[config.mk]
export PLATFORM = sky130hd
export DESIGN_NAME = rtctb_top
export DESIGN_NICKNAME = d
export VERILOG_FILES = /design/src/logic/rtctb_pkg.sv /design/src/logic/rtctb_edge_sync.sv /design/src/logic/rtctb_prescale.sv /design/src/logic/rtctb_top.sv
export SDC_FILE = /design/constraint.sdc
export NUM_CORES = 1
export LEC_CHECK = 0
export BUFFER_PORTS_ARGS = -buffer_cell sky130_fd_sc_hd__buf_4
export CAP_MARGIN = 20
export CORE_ASPECT_RATIO = 0.8
export CORE_MARGIN = 3
export CORE_UTILIZATION = 46
export CTS_CLUSTER_SIZE = 8
export DETAILED_ROUTE_END_ITERATION = 12
export HOLD_SLACK_MARGIN = 0.05
export PLACE_DENSITY = 0.74
export SLEW_MARGIN = 15
export SYNTH_ARGS = -nofsm -noshare
export SYNTH_HDL_FRONTEND = slang
export SYNTH_SLANG_ARGS = --single-unit
[constraint.sdc]
create_clock -name aclk -period 6.25 [get_ports aclk]
set_clock_uncertainty 0.15 [all_clocks]
set_input_delay 0.3125 -clock aclk [delete_from_list [all_inputs] [get_ports aclk]]
set_output_delay 0.3125 -clock aclk [all_outputs]
set_load 0.01 [all_outputs]
[src/logic/rtctb_pkg.sv]
/*
 Constants, field layout and mode states of the count-clock time base
 and run control front end of a real-time clock chain.
 Assumes a single system clock of 100 MHz and a count clock arriving on a pin.
*/
// How it works
// - Prescaler bit picks direct or divide-by-eight input.
// - Asynchronous mode keeps counting without bus involvement.
// - Asynchronous mode ignores writes to chain registers.
// - Mode select bit: zero synchronous, one asynchronous.
// - Soft reset gives synchronous mode, prescaler on.
// - Bit fifteen shows full access possible, resets one; code also shows it during the switch to asynchronous mode.
// - Flag clears once asynchronous mode is established.
// - Flag sets once synchronous mode is restored.
// - Add bit inserts one extra pulse, self-clears.
// - Skip bit suppresses next pulse, self-clears.
// - Add and skip together leave counts unchanged.
// - Run bit stops or allows counting, resets one.
// - Disable bit in system register stops chain completely.
// - Soft reset restores chain registers, self-clears.
// - System reset spares chain, resets interrupt control.
// - Timer overflow requests join one common request.
package rtctb_pkg;
   // Register byte addresses
   localparam logic [15:0] CTRL_OFF = 16'hF110;
   localparam logic [15:0] CFGA_OFF = 16'hF114;
   localparam logic [15:0] CFGB_OFF = 16'hF118;
   localparam logic [15:0] TIMER_OFF = 16'hF11C;
   localparam logic [15:0] ICTL_OFF = 16'hF120;
   // Field positions
   localparam int RUN_BIT = 0;
   localparam int PRE_BIT = 1;
   localparam int SKIP_BIT = 2;
   localparam int ADD_BIT = 3;
   localparam int ACC_BIT = 15;
   localparam int MODE_BIT = 0;
   localparam int SRST_BIT = 1;
   localparam int DIS_BIT = 0;
   localparam int IEN_BIT = 0;
   localparam int IREQ_BIT = 1;
   // Reset values, timing and response codes
   localparam logic [15:0] CTRL_RESET = 16'h8003;
   localparam int SYS_TO_CNT_RATIO = 4;
   localparam int PRE_DIV_W = 3;
   localparam logic [PRE_DIV_W-1:0] PRE_DIV_LAST = 3'h7;
   localparam logic [1:0] MODE_SETTLE = 2'h3;
   localparam logic [1:0] RESP_OKAY = 2'h0;
   localparam logic [1:0] RESP_SLVERR = 2'h2;
   typedef enum logic [1:0] {MODE_SYNC, MODE_TO_ASYNC, MODE_ASYNC, MODE_TO_SYNC} rtctb_mode_t;
endpackage

[src/logic/rtctb_edge_sync.sv]
/*
 Three-stage synchroniser with rising-edge detect for the count clock pin.
 Assumes the pin toggles no faster than a quarter of aclk.
*/
`timescale 1ns/100ps
`default_nettype none
module rtctb_edge_sync (
   input wire logic aclk,
   input wire logic aresetn,
   input wire logic pin_in,
   output logic event_r
);
   logic s1_r, s2_r, s3_r, lvl_r;
   logic event_nxt, lvl_nxt;

   // Edge counts once stages two and three agree on a new high level;
   // waiting for agreement keeps a late-settling first stage from a false edge
   always_comb begin
      lvl_nxt = (s2_r == s3_r) ? s3_r : lvl_r;
      event_nxt = s2_r & s3_r & ~lvl_r;
   end

   always_ff @(posedge aclk) begin
      if (!aresetn) begin
         s1_r <= 1'b0;
         s2_r <= 1'b0;
         s3_r <= 1'b0;
         lvl_r <= 1'b0;
         event_r <= 1'b0;
      end else begin
         s1_r <= pin_in;
         s2_r <= s1_r;
         s3_r <= s2_r;
         lvl_r <= lvl_nxt;
         event_r <= event_nxt;
      end
   end
endmodule
`default_nettype wire

[src/logic/rtctb_prescale.sv]
/*
 Divide-by-eight prescaler and prescale timer with add/skip correction.
 Assumes count events at most one in four aclk cycles; reload is elsewhere.
*/
`timescale 1ns/100ps
`default_nettype none
module rtctb_prescale #(
   parameter int TW = 16
) (
   input wire logic aclk,
   input wire logic chain_rst,
   input wire logic cnt_event,
   input wire logic run,
   input wire logic pre_en,
   input wire logic chain_off,
   input wire logic add_req,
   input wire logic skip_req,
   input wire logic wr_en,
   input wire logic [TW-1:0] wr_data,
   output logic [TW-1:0] timer_r,
   output logic tick_r,
   output logic ovf_r
);
   logic [rtctb_pkg::PRE_DIV_W-1:0] div_r, div_nxt;
   logic [TW-1:0] timer_nxt;
   logic tick, tick_nxt, ovf_nxt;
   logic [1:0] step;
   logic [TW:0] sum;

   // Prescale stage, then correction step applied to the timer
   always_comb begin
      div_nxt = div_r;
      tick = 1'b0;
      step = 2'h1;
      sum = {1'b0, timer_r};
      if (cnt_event && run && !chain_off) begin
         if (pre_en) begin
            div_nxt = div_r + 3'h1;
            tick = (div_r == rtctb_pkg::PRE_DIV_LAST);
         end else begin
            tick = 1'b1;
         end
      end
      if (add_req && !skip_req) begin
         step = 2'h2;
      end else if (skip_req && !add_req) begin
         step = 2'h0;
      end
      if (tick) begin
         sum = {1'b0, timer_r} + {{(TW-1){1'b0}}, step};
      end
      timer_nxt = wr_en ? wr_data : sum[TW-1:0];
      ovf_nxt = tick && sum[TW];
      tick_nxt = tick;
   end

   always_ff @(posedge aclk) begin
      if (chain_rst) begin
         div_r <= '0;
         timer_r <= '0;
         tick_r <= 1'b0;
         ovf_r <= 1'b0;
      end else begin
         div_r <= div_nxt;
         timer_r <= timer_nxt;
         tick_r <= tick_nxt;
         ovf_r <= ovf_nxt;
      end
   end
endmodule
`default_nettype wire

[src/logic/rtctb_top.sv]
/*
 Top of the count-clock time base: AXI4-Lite slave, control and system
 configuration registers, clocking-mode switch and common interrupt request.
 Assumes one aclk domain; the count clock is a pin sampled by a synchroniser.
 chain_reset_n is the power-on reset of the chain; aresetn is the system reset.
*/
// Added by the designer: the AXI4-Lite register port.
`timescale 1ns/100ps
`default_nettype none
module rtctb_top #(
   parameter int AW = 16
) (
   input wire logic aclk,
   input wire logic aresetn,
   input wire logic chain_reset_n,
   input wire logic count_clk,
   input wire logic [AW-1:0] s_axi_awaddr,
   input wire logic s_axi_awvalid,
   output logic s_axi_awready,
   input wire logic [31:0] s_axi_wdata,
   input wire logic [3:0] s_axi_wstrb,
   input wire logic s_axi_wvalid,
   output logic s_axi_wready,
   output logic [1:0] s_axi_bresp,
   output logic s_axi_bvalid,
   input wire logic s_axi_bready,
   input wire logic [AW-1:0] s_axi_araddr,
   input wire logic s_axi_arvalid,
   output logic s_axi_arready,
   output logic [31:0] s_axi_rdata,
   output logic [1:0] s_axi_rresp,
   output logic s_axi_rvalid,
   input wire logic s_axi_rready,
   output logic irq_req_r
);
   // Bus state
   logic aw_held_r, aw_held_nxt, w_held_r, w_held_nxt;
   logic [AW-1:0] waddr_r, waddr_nxt;
   logic [31:0] wdata_r, wdata_nxt;
   logic [3:0] wstrb_r, wstrb_nxt;
   logic awready_nxt, wready_nxt, bvalid_nxt, arready_nxt, rvalid_nxt;
   logic [1:0] bresp_nxt, rresp_nxt;
   logic [31:0] rdata_nxt;
   logic wr_fire;
   // System-reset state
   logic srst_r, srst_nxt, dis_r, dis_nxt, ien_r, ien_nxt, ireq_r, ireq_nxt, irq_nxt;
   // Chain state
   logic chain_rst;
   logic run_r, run_nxt, pre_r, pre_nxt, add_r, add_nxt, skip_r, skip_nxt;
   logic mode_sel_r, mode_sel_nxt;
   rtctb_pkg::rtctb_mode_t mode_st_r, mode_st_nxt;
   logic [1:0] settle_r, settle_nxt;
   logic acc_flag, writes_ok, timer_wr;
   logic [15:0] wr_merged, ctrl_view;
   logic cnt_event, tick_r, ovf_r;
   logic [15:0] timer_r;

   // True for the addresses that have a register behind them
   function automatic logic reg_hit(input logic [AW-1:0] a);
      reg_hit = (a == rtctb_pkg::CTRL_OFF) || (a == rtctb_pkg::CFGA_OFF) ||
         (a == rtctb_pkg::CFGB_OFF) || (a == rtctb_pkg::TIMER_OFF) ||
         (a == rtctb_pkg::ICTL_OFF);
   endfunction

   // Byte-lane merge of a 16-bit register with write data
   function automatic logic [15:0] lane_merge(input logic [15:0] old, input logic [31:0] d,
         input logic [3:0] s);
      lane_merge = {s[1] ? d[15:8] : old[15:8], s[0] ? d[7:0] : old[7:0]};
   endfunction

   // Synchroniser on the chain's power-on reset: a system reset must
   // neither drop nor invent a count edge
   rtctb_edge_sync u_sync (
      .aclk(aclk),
      .aresetn(chain_reset_n),
      .pin_in(count_clk),
      .event_r(cnt_event)
   );

   // Chain reset comes from power-on or the self-clearing soft reset
   assign chain_rst = !chain_reset_n || srst_r;
   assign acc_flag = (mode_st_r == rtctb_pkg::MODE_SYNC) ||
      (mode_st_r == rtctb_pkg::MODE_TO_ASYNC);
   // Writes only while synchronous operation is fully established
   assign writes_ok = (mode_st_r == rtctb_pkg::MODE_SYNC);
   assign wr_fire = aw_held_r && w_held_r && !s_axi_bvalid;
   assign ctrl_view = {acc_flag, 11'h000, add_r, skip_r, pre_r, run_r};
   assign timer_wr = wr_fire && writes_ok && (waddr_r == rtctb_pkg::TIMER_OFF);
   assign wr_merged = lane_merge(
      (waddr_r == rtctb_pkg::TIMER_OFF) ? timer_r : ctrl_view, wdata_r, wstrb_r);

   // Counting runs from the synchronised edge in both modes, so the bus
   // being blocked in asynchronous mode never stalls timekeeping
   rtctb_prescale #(
      .TW(16)
   ) u_pre (
      .aclk(aclk),
      .chain_rst(chain_rst),
      .cnt_event(cnt_event),
      .run(run_r),
      .pre_en(pre_r),
      .chain_off(dis_r),
      .add_req(add_r),
      .skip_req(skip_r),
      .wr_en(timer_wr),
      .wr_data(wr_merged),
      .timer_r(timer_r),
      .tick_r(tick_r),
      .ovf_r(ovf_r)
   );

   // AXI4-Lite handshakes: address and data taken in either order
   always_comb begin
      aw_held_nxt = aw_held_r;
      w_held_nxt = w_held_r;
      waddr_nxt = waddr_r;
      wdata_nxt = wdata_r;
      wstrb_nxt = wstrb_r;
      bvalid_nxt = s_axi_bvalid;
      bresp_nxt = s_axi_bresp;
      rvalid_nxt = s_axi_rvalid;
      rresp_nxt = s_axi_rresp;
      rdata_nxt = s_axi_rdata;
      if (s_axi_awvalid && s_axi_awready) begin
         aw_held_nxt = 1'b1;
         waddr_nxt = s_axi_awaddr;
      end
      if (s_axi_wvalid && s_axi_wready) begin
         w_held_nxt = 1'b1;
         wdata_nxt = s_axi_wdata;
         wstrb_nxt = s_axi_wstrb;
      end
      if (s_axi_bvalid && s_axi_bready) begin
         bvalid_nxt = 1'b0;
      end
      if (wr_fire) begin
         aw_held_nxt = 1'b0;
         w_held_nxt = 1'b0;
         bvalid_nxt = 1'b1;
         bresp_nxt = reg_hit(waddr_r) ? rtctb_pkg::RESP_OKAY : rtctb_pkg::RESP_SLVERR;
      end
      if (s_axi_rvalid && s_axi_rready) begin
         rvalid_nxt = 1'b0;
      end
      if (s_axi_arvalid && s_axi_arready) begin
         rvalid_nxt = 1'b1;
         rresp_nxt = reg_hit(s_axi_araddr) ? rtctb_pkg::RESP_OKAY : rtctb_pkg::RESP_SLVERR;
         // Reads stay open in every mode
         unique case (s_axi_araddr)
            rtctb_pkg::CTRL_OFF: rdata_nxt = {16'h0000, ctrl_view};
            rtctb_pkg::CFGA_OFF: rdata_nxt = {30'h00000000, srst_r, mode_sel_r};
            rtctb_pkg::CFGB_OFF: rdata_nxt = {31'h00000000, dis_r};
            rtctb_pkg::TIMER_OFF: rdata_nxt = {16'h0000, timer_r};
            rtctb_pkg::ICTL_OFF: rdata_nxt = {30'h00000000, ireq_r, ien_r};
            default: rdata_nxt = 32'h00000000;
         endcase
      end
      // One write and one read in flight at most
      awready_nxt = !aw_held_nxt && !bvalid_nxt;
      wready_nxt = !w_held_nxt && !bvalid_nxt;
      arready_nxt = !rvalid_nxt;
   end

   always_ff @(posedge aclk) begin
      if (!aresetn) begin
         aw_held_r <= 1'b0;
         w_held_r <= 1'b0;
         waddr_r <= '0;
         wdata_r <= 32'h00000000;
         wstrb_r <= 4'h0;
         s_axi_awready <= 1'b0;
         s_axi_wready <= 1'b0;
         s_axi_bvalid <= 1'b0;
         s_axi_bresp <= rtctb_pkg::RESP_OKAY;
         s_axi_arready <= 1'b0;
         s_axi_rvalid <= 1'b0;
         s_axi_rresp <= rtctb_pkg::RESP_OKAY;
         s_axi_rdata <= 32'h00000000;
      end else begin
         aw_held_r <= aw_held_nxt;
         w_held_r <= w_held_nxt;
         waddr_r <= waddr_nxt;
         wdata_r <= wdata_nxt;
         wstrb_r <= wstrb_nxt;
         s_axi_awready <= awready_nxt;
         s_axi_wready <= wready_nxt;
         s_axi_bvalid <= bvalid_nxt;
         s_axi_bresp <= bresp_nxt;
         s_axi_arready <= arready_nxt;
         s_axi_rvalid <= rvalid_nxt;
         s_axi_rresp <= rresp_nxt;
         s_axi_rdata <= rdata_nxt;
      end
   end

   // System-side registers: with the bus state, the only state a system reset touches
   always_comb begin
      srst_nxt = 1'b0;
      dis_nxt = dis_r;
      ien_nxt = ien_r;
      ireq_nxt = ireq_r;
      if (wr_fire && waddr_r == rtctb_pkg::CFGA_OFF && wstrb_r[0]) begin
         srst_nxt = wdata_r[rtctb_pkg::SRST_BIT];
      end
      if (wr_fire && waddr_r == rtctb_pkg::CFGB_OFF && wstrb_r[0]) begin
         dis_nxt = wdata_r[rtctb_pkg::DIS_BIT];
      end
      if (wr_fire && waddr_r == rtctb_pkg::ICTL_OFF && wstrb_r[0]) begin
         ien_nxt = wdata_r[rtctb_pkg::IEN_BIT];
         ireq_nxt = wdata_r[rtctb_pkg::IREQ_BIT];
      end
      // Overflow after the software write so a same-cycle clear loses
      if (ovf_r) begin
         ireq_nxt = 1'b1;
      end
      irq_nxt = ireq_nxt && ien_nxt;
   end

   always_ff @(posedge aclk) begin
      if (!aresetn) begin
         srst_r <= 1'b0;
         dis_r <= 1'b0;
         ien_r <= 1'b0;
         ireq_r <= 1'b0;
         irq_req_r <= 1'b0;
      end else begin
         srst_r <= srst_nxt;
         dis_r <= dis_nxt;
         ien_r <= ien_nxt;
         ireq_r <= ireq_nxt;
         irq_req_r <= irq_nxt;
      end
   end

   // Chain registers and mode switch; no system reset here
   always_comb begin
      run_nxt = run_r;
      pre_nxt = pre_r;
      add_nxt = add_r;
      skip_nxt = skip_r;
      mode_sel_nxt = mode_sel_r;
      mode_st_nxt = mode_st_r;
      settle_nxt = settle_r;
      // Correction consumed: both bits drop together
      if (tick_r) begin
         add_nxt = 1'b0;
         skip_nxt = 1'b0;
      end
      // A software write after the hardware clear wins the same cycle
      if (wr_fire && writes_ok && waddr_r == rtctb_pkg::CTRL_OFF) begin
         run_nxt = wr_merged[rtctb_pkg::RUN_BIT];
         pre_nxt = wr_merged[rtctb_pkg::PRE_BIT];
         add_nxt = wr_merged[rtctb_pkg::ADD_BIT];
         skip_nxt = wr_merged[rtctb_pkg::SKIP_BIT];
      end
      if (wr_fire && waddr_r == rtctb_pkg::CFGA_OFF && wstrb_r[0]) begin
         mode_sel_nxt = wdata_r[rtctb_pkg::MODE_BIT];
      end
      // Settle period models the handover between clocking modes
      unique case (mode_st_r)
         rtctb_pkg::MODE_SYNC: begin
            settle_nxt = 2'h0;
            if (mode_sel_r) begin
               mode_st_nxt = rtctb_pkg::MODE_TO_ASYNC;
            end
         end
         rtctb_pkg::MODE_TO_ASYNC: begin
            settle_nxt = settle_r + 2'h1;
            if (settle_r == rtctb_pkg::MODE_SETTLE) begin
               mode_st_nxt = rtctb_pkg::MODE_ASYNC;
            end
         end
         rtctb_pkg::MODE_ASYNC: begin
            settle_nxt = 2'h0;
            if (!mode_sel_r) begin
               mode_st_nxt = rtctb_pkg::MODE_TO_SYNC;
            end
         end
         rtctb_pkg::MODE_TO_SYNC: begin
            settle_nxt = settle_r + 2'h1;
            if (settle_r == rtctb_pkg::MODE_SETTLE) begin
               mode_st_nxt = rtctb_pkg::MODE_SYNC;
            end
         end
      endcase
   end

   always_ff @(posedge aclk) begin
      if (chain_rst) begin
         run_r <= rtctb_pkg::CTRL_RESET[rtctb_pkg::RUN_BIT];
         pre_r <= rtctb_pkg::CTRL_RESET[rtctb_pkg::PRE_BIT];
         add_r <= rtctb_pkg::CTRL_RESET[rtctb_pkg::ADD_BIT];
         skip_r <= rtctb_pkg::CTRL_RESET[rtctb_pkg::SKIP_BIT];
         mode_sel_r <= 1'b0;
         mode_st_r <= rtctb_pkg::MODE_SYNC;
         settle_r <= 2'h0;
      end else begin
         run_r <= run_nxt;
         pre_r <= pre_nxt;
         add_r <= add_nxt;
         skip_r <= skip_nxt;
         mode_sel_r <= mode_sel_nxt;
         mode_st_r <= mode_st_nxt;
         settle_r <= settle_nxt;
      end
   end
endmodule
`default_nettype wire

==> impl_metrics.yaml <==
run_status:
  status: "completed"
global_routing:
  antenna_found_initial: 0
  grt_pass1_wl_mm: 18.8
  grt_pass1_vias: 3850
  grtUsageTotal_pct: 20.7
  grt_max_degree: 55
  grt_overflow_total: 0
logic_synthesis:
  yosys_register_bits: 99
  synth.distinct_cells: 63
  avgSynthCellArea_um2: 8.46
  yosysSeqAreaShare_pct: 43.0
  yosys_warnings: 0
  synth_flop_cell: "dfxtp_1"
  async_flop_share_pct: 0
  synth-edff-count: 0
  syn_inst: 545
  netlist_area_um2: 4610
placed_design:
  pre_cts_ws_ns: 3.66
  placed_area_um2: 5220
  place_inst: 737
  dp_hpwl_mm: 8.67
  place.gp.congestion: 0.879
  portBuffers: 82
hold_path:
  hold_class: "in -> reg"
  hold_end: "waddr_r[15]"
  hold_path_depth: 3
  hp-start: "s_axi_awaddr[15]"
drt:
  via_count: 4210
  drcViolationCount: 0
  first_pass_iters: 5
  ant_nets: 0
  drt-vias-per-instance: 5.58
  wl_per_cell_um: 15.7
  wirelength_mm: 11.8
  drt_iter0_markers: 400
clocking:
  cts_setup_buffers: 0
  path_clk_slew_ns: 0.06
  ctsHoldBuffers: 1
  post_cts_resized: 0
  htree_levels: 3
  cts_tree: "done"
  clock_tree.root_cell: "clkbuf_16"
  cts_max_path_buffers: 2
  cts-buffers-inserted: 9
  clkLatencyLatePin_ns: 0.34
  cts_sinks: 99
worst_setup_path:
  critical_path.top_delay_family: "simple AND/OR/NAND/NOR gates"
  critPathLaunchType: "register"
  r2r-end: "irq_req_r"
  reg2reg_depth: 5
  critPathRequiredTime_ns: 6.29
  r2r_start: "waddr_r[6]"
  crit_path_end_kind: "register"
  crit_buf_inv: 0
  path_cells: "or4b_4 -> and3b_1 -> and4_4 -> mux2i_1 -> a211oi_2"
  slowest_delay_ns: 0.66
  crit_arrival_ns: 2.67
  slowest_stage: "and3b_1"
  path_class: "reg -> reg"
  crit_fanout: 16
  r2r_slack_ns: 3.62
sta:
  period_share_pct: 42.1
  maxSlewViolCount: 0
  clock.fmax_ghz: 0.380
  setup_ws_ns: 3.62
  tns_ns: 0
  period_needed_ns: 2.63
  worst-slew-pin-transition_ns: 0.991
  setup_viol: 0
  rsz0062_at_grt: "no"
  slew_headroom_pct: 33.8
  hold_viol: 0
  hold_ws_ns: 0.0604
layout:
  final_area_um2: 5490
  layout.nets: 702
  drive_above_1_share_pct: 17.8
  final_util_pct: 56.6
  area_delta_synth_final_pct: 19.0
  nFillCells: 907
  final_cells: 754
  final_cell_mix: "99 x dfxtp_1, 95 x nand2_1, 82 x buf_4, 53 x a21oi_1, 44 x nor2_1"
  final_common_cell: "dfxtp_1"
  antenna_cells_inserted: 0
floorplan:
  io_pins: 119
  die_area_um2: 11300
  start_util_pct: 47.6
  placementRows: 32
  die_w_um: 118
  core_area_um2: 9690
  die_h_um: 95.6
power_and_ir_drop:
  power.density_nw_per_um2: 236
  peakVddDrop_v: 0.000167
  p_leak_nw: 2.19
  power_mw: 1.30
run:
  max-cap-violations: 0
==> cell usage after synthesis (all sizes together) (4+ instances only) <==
cell type  number  share of area [%]
nand2b          5               0.68
ha             11                3.0
a211oi          8                1.4
buf            23                3.7
nand2          95                7.7
clkbuf         20                1.6
nor4            6                1.3
o2111ai         4               0.76
nand4          12                1.6
o31ai           6               0.98
nor4bb          4               0.87
nor2           44                3.6
a31oi           6               0.81
nand3          19                2.1
dfxtp          99                 43
or3             4               0.54
a22oi          15                2.4
inv            11               0.90
mux2i           8                1.7
o21ai          16                1.7
a21oi          53                5.8
nor3           15                1.9
and3            4               0.54
and2           11                1.5
==> cells by family after synthesis <==
kind of cell               share of synthesized area (%)
xor gates and xnor gates                           0.760
other                                             0.0813
DFF                                                 43.0
AOI/OAI and AO/OA                                   16.5
adders and majority gates                           3.42
buffers and inverters                               6.21
muxes                                               2.22
and+or+nand+nor                                     27.8
==> state kept, by name, summed over array words and instances, names as in the netlist, 2 cells and up <==
register       flops
mode_st_r          2
s_axi_rdata       16
settle_r           2
u_pre.div_r        3
u_pre.timer_r     16
waddr_r           16
wdata_r           16
wstrb_r            2
==> final cells by class <==
class | instances | area, um^2 | share of cell area, %
flip-flops and latches | 99 | 1980 | 36.1
inverters | 11 | 41.3 | 0.753
clock buffers | 13 | 240 | 4.38
repair buffers | 83 | 626 | 11.4
well taps | 136 | 170 | 3.10
clock inverters | 3 | 15.0 | 0.274
multi-input cells | 409 | 2410 | 44.0
==> report_power, final <==
| part | switching, mW | leakage [nW] | internal [mW] |
|---|---|---|---|
| logic | 0.0759 | 1.26 | 0.0582 |
| registers | 0.0184 | 0.803 | 0.651 |
| clock network | 0.225 | 0.127 | 0.268 |
==> worst min-delay path, delay by kind of cell <==
| family | cells | cell delay [ns] |
|---|---|---|
| compound gates | 1 | 0.05 |
| buf+inv | 1 | 0.11 |
| simple gates | 1 | 0.04 |
==> worst max-delay path by stage <==
| stage | from | endpoint | slack [ns] | depth (start not counted) |
|---|---|---|---|---|
| final | waddr_r[6] | irq_req_r | 3.62 | 5 |
| after global routing | waddr_r[6] | ireq_r | 3.52 | 5 |
| after CTS | waddr_r[6] | irq_req_r | 3.63 | 5 |
| after detailed placement | waddr_r[6] | irq_req_r | 3.66 | 5 |
| after global placement | waddr_r[6] | irq_req_r | 3.71 | 5 |
| after floorplan | mode_st_r[0] | u_pre.timer_r[10] | 4.13 | 8 |
==> routing by layer <==
| layer | track usage (%) | up-vias | wire [um] |
|---|---|---|---|
| met5 | 0 | - | 0 |
| met4 | 5.85 | 0 | 153 |
| met3 | 6.17 | 14 | 1060 |
| met2 | 31.8 | 179 | 4920 |
| met1 | 28.5 | 1976 | 5680 |
| li1 | - | 2041 | - |
Note: power is estimated with default switching activity, not from simulation.
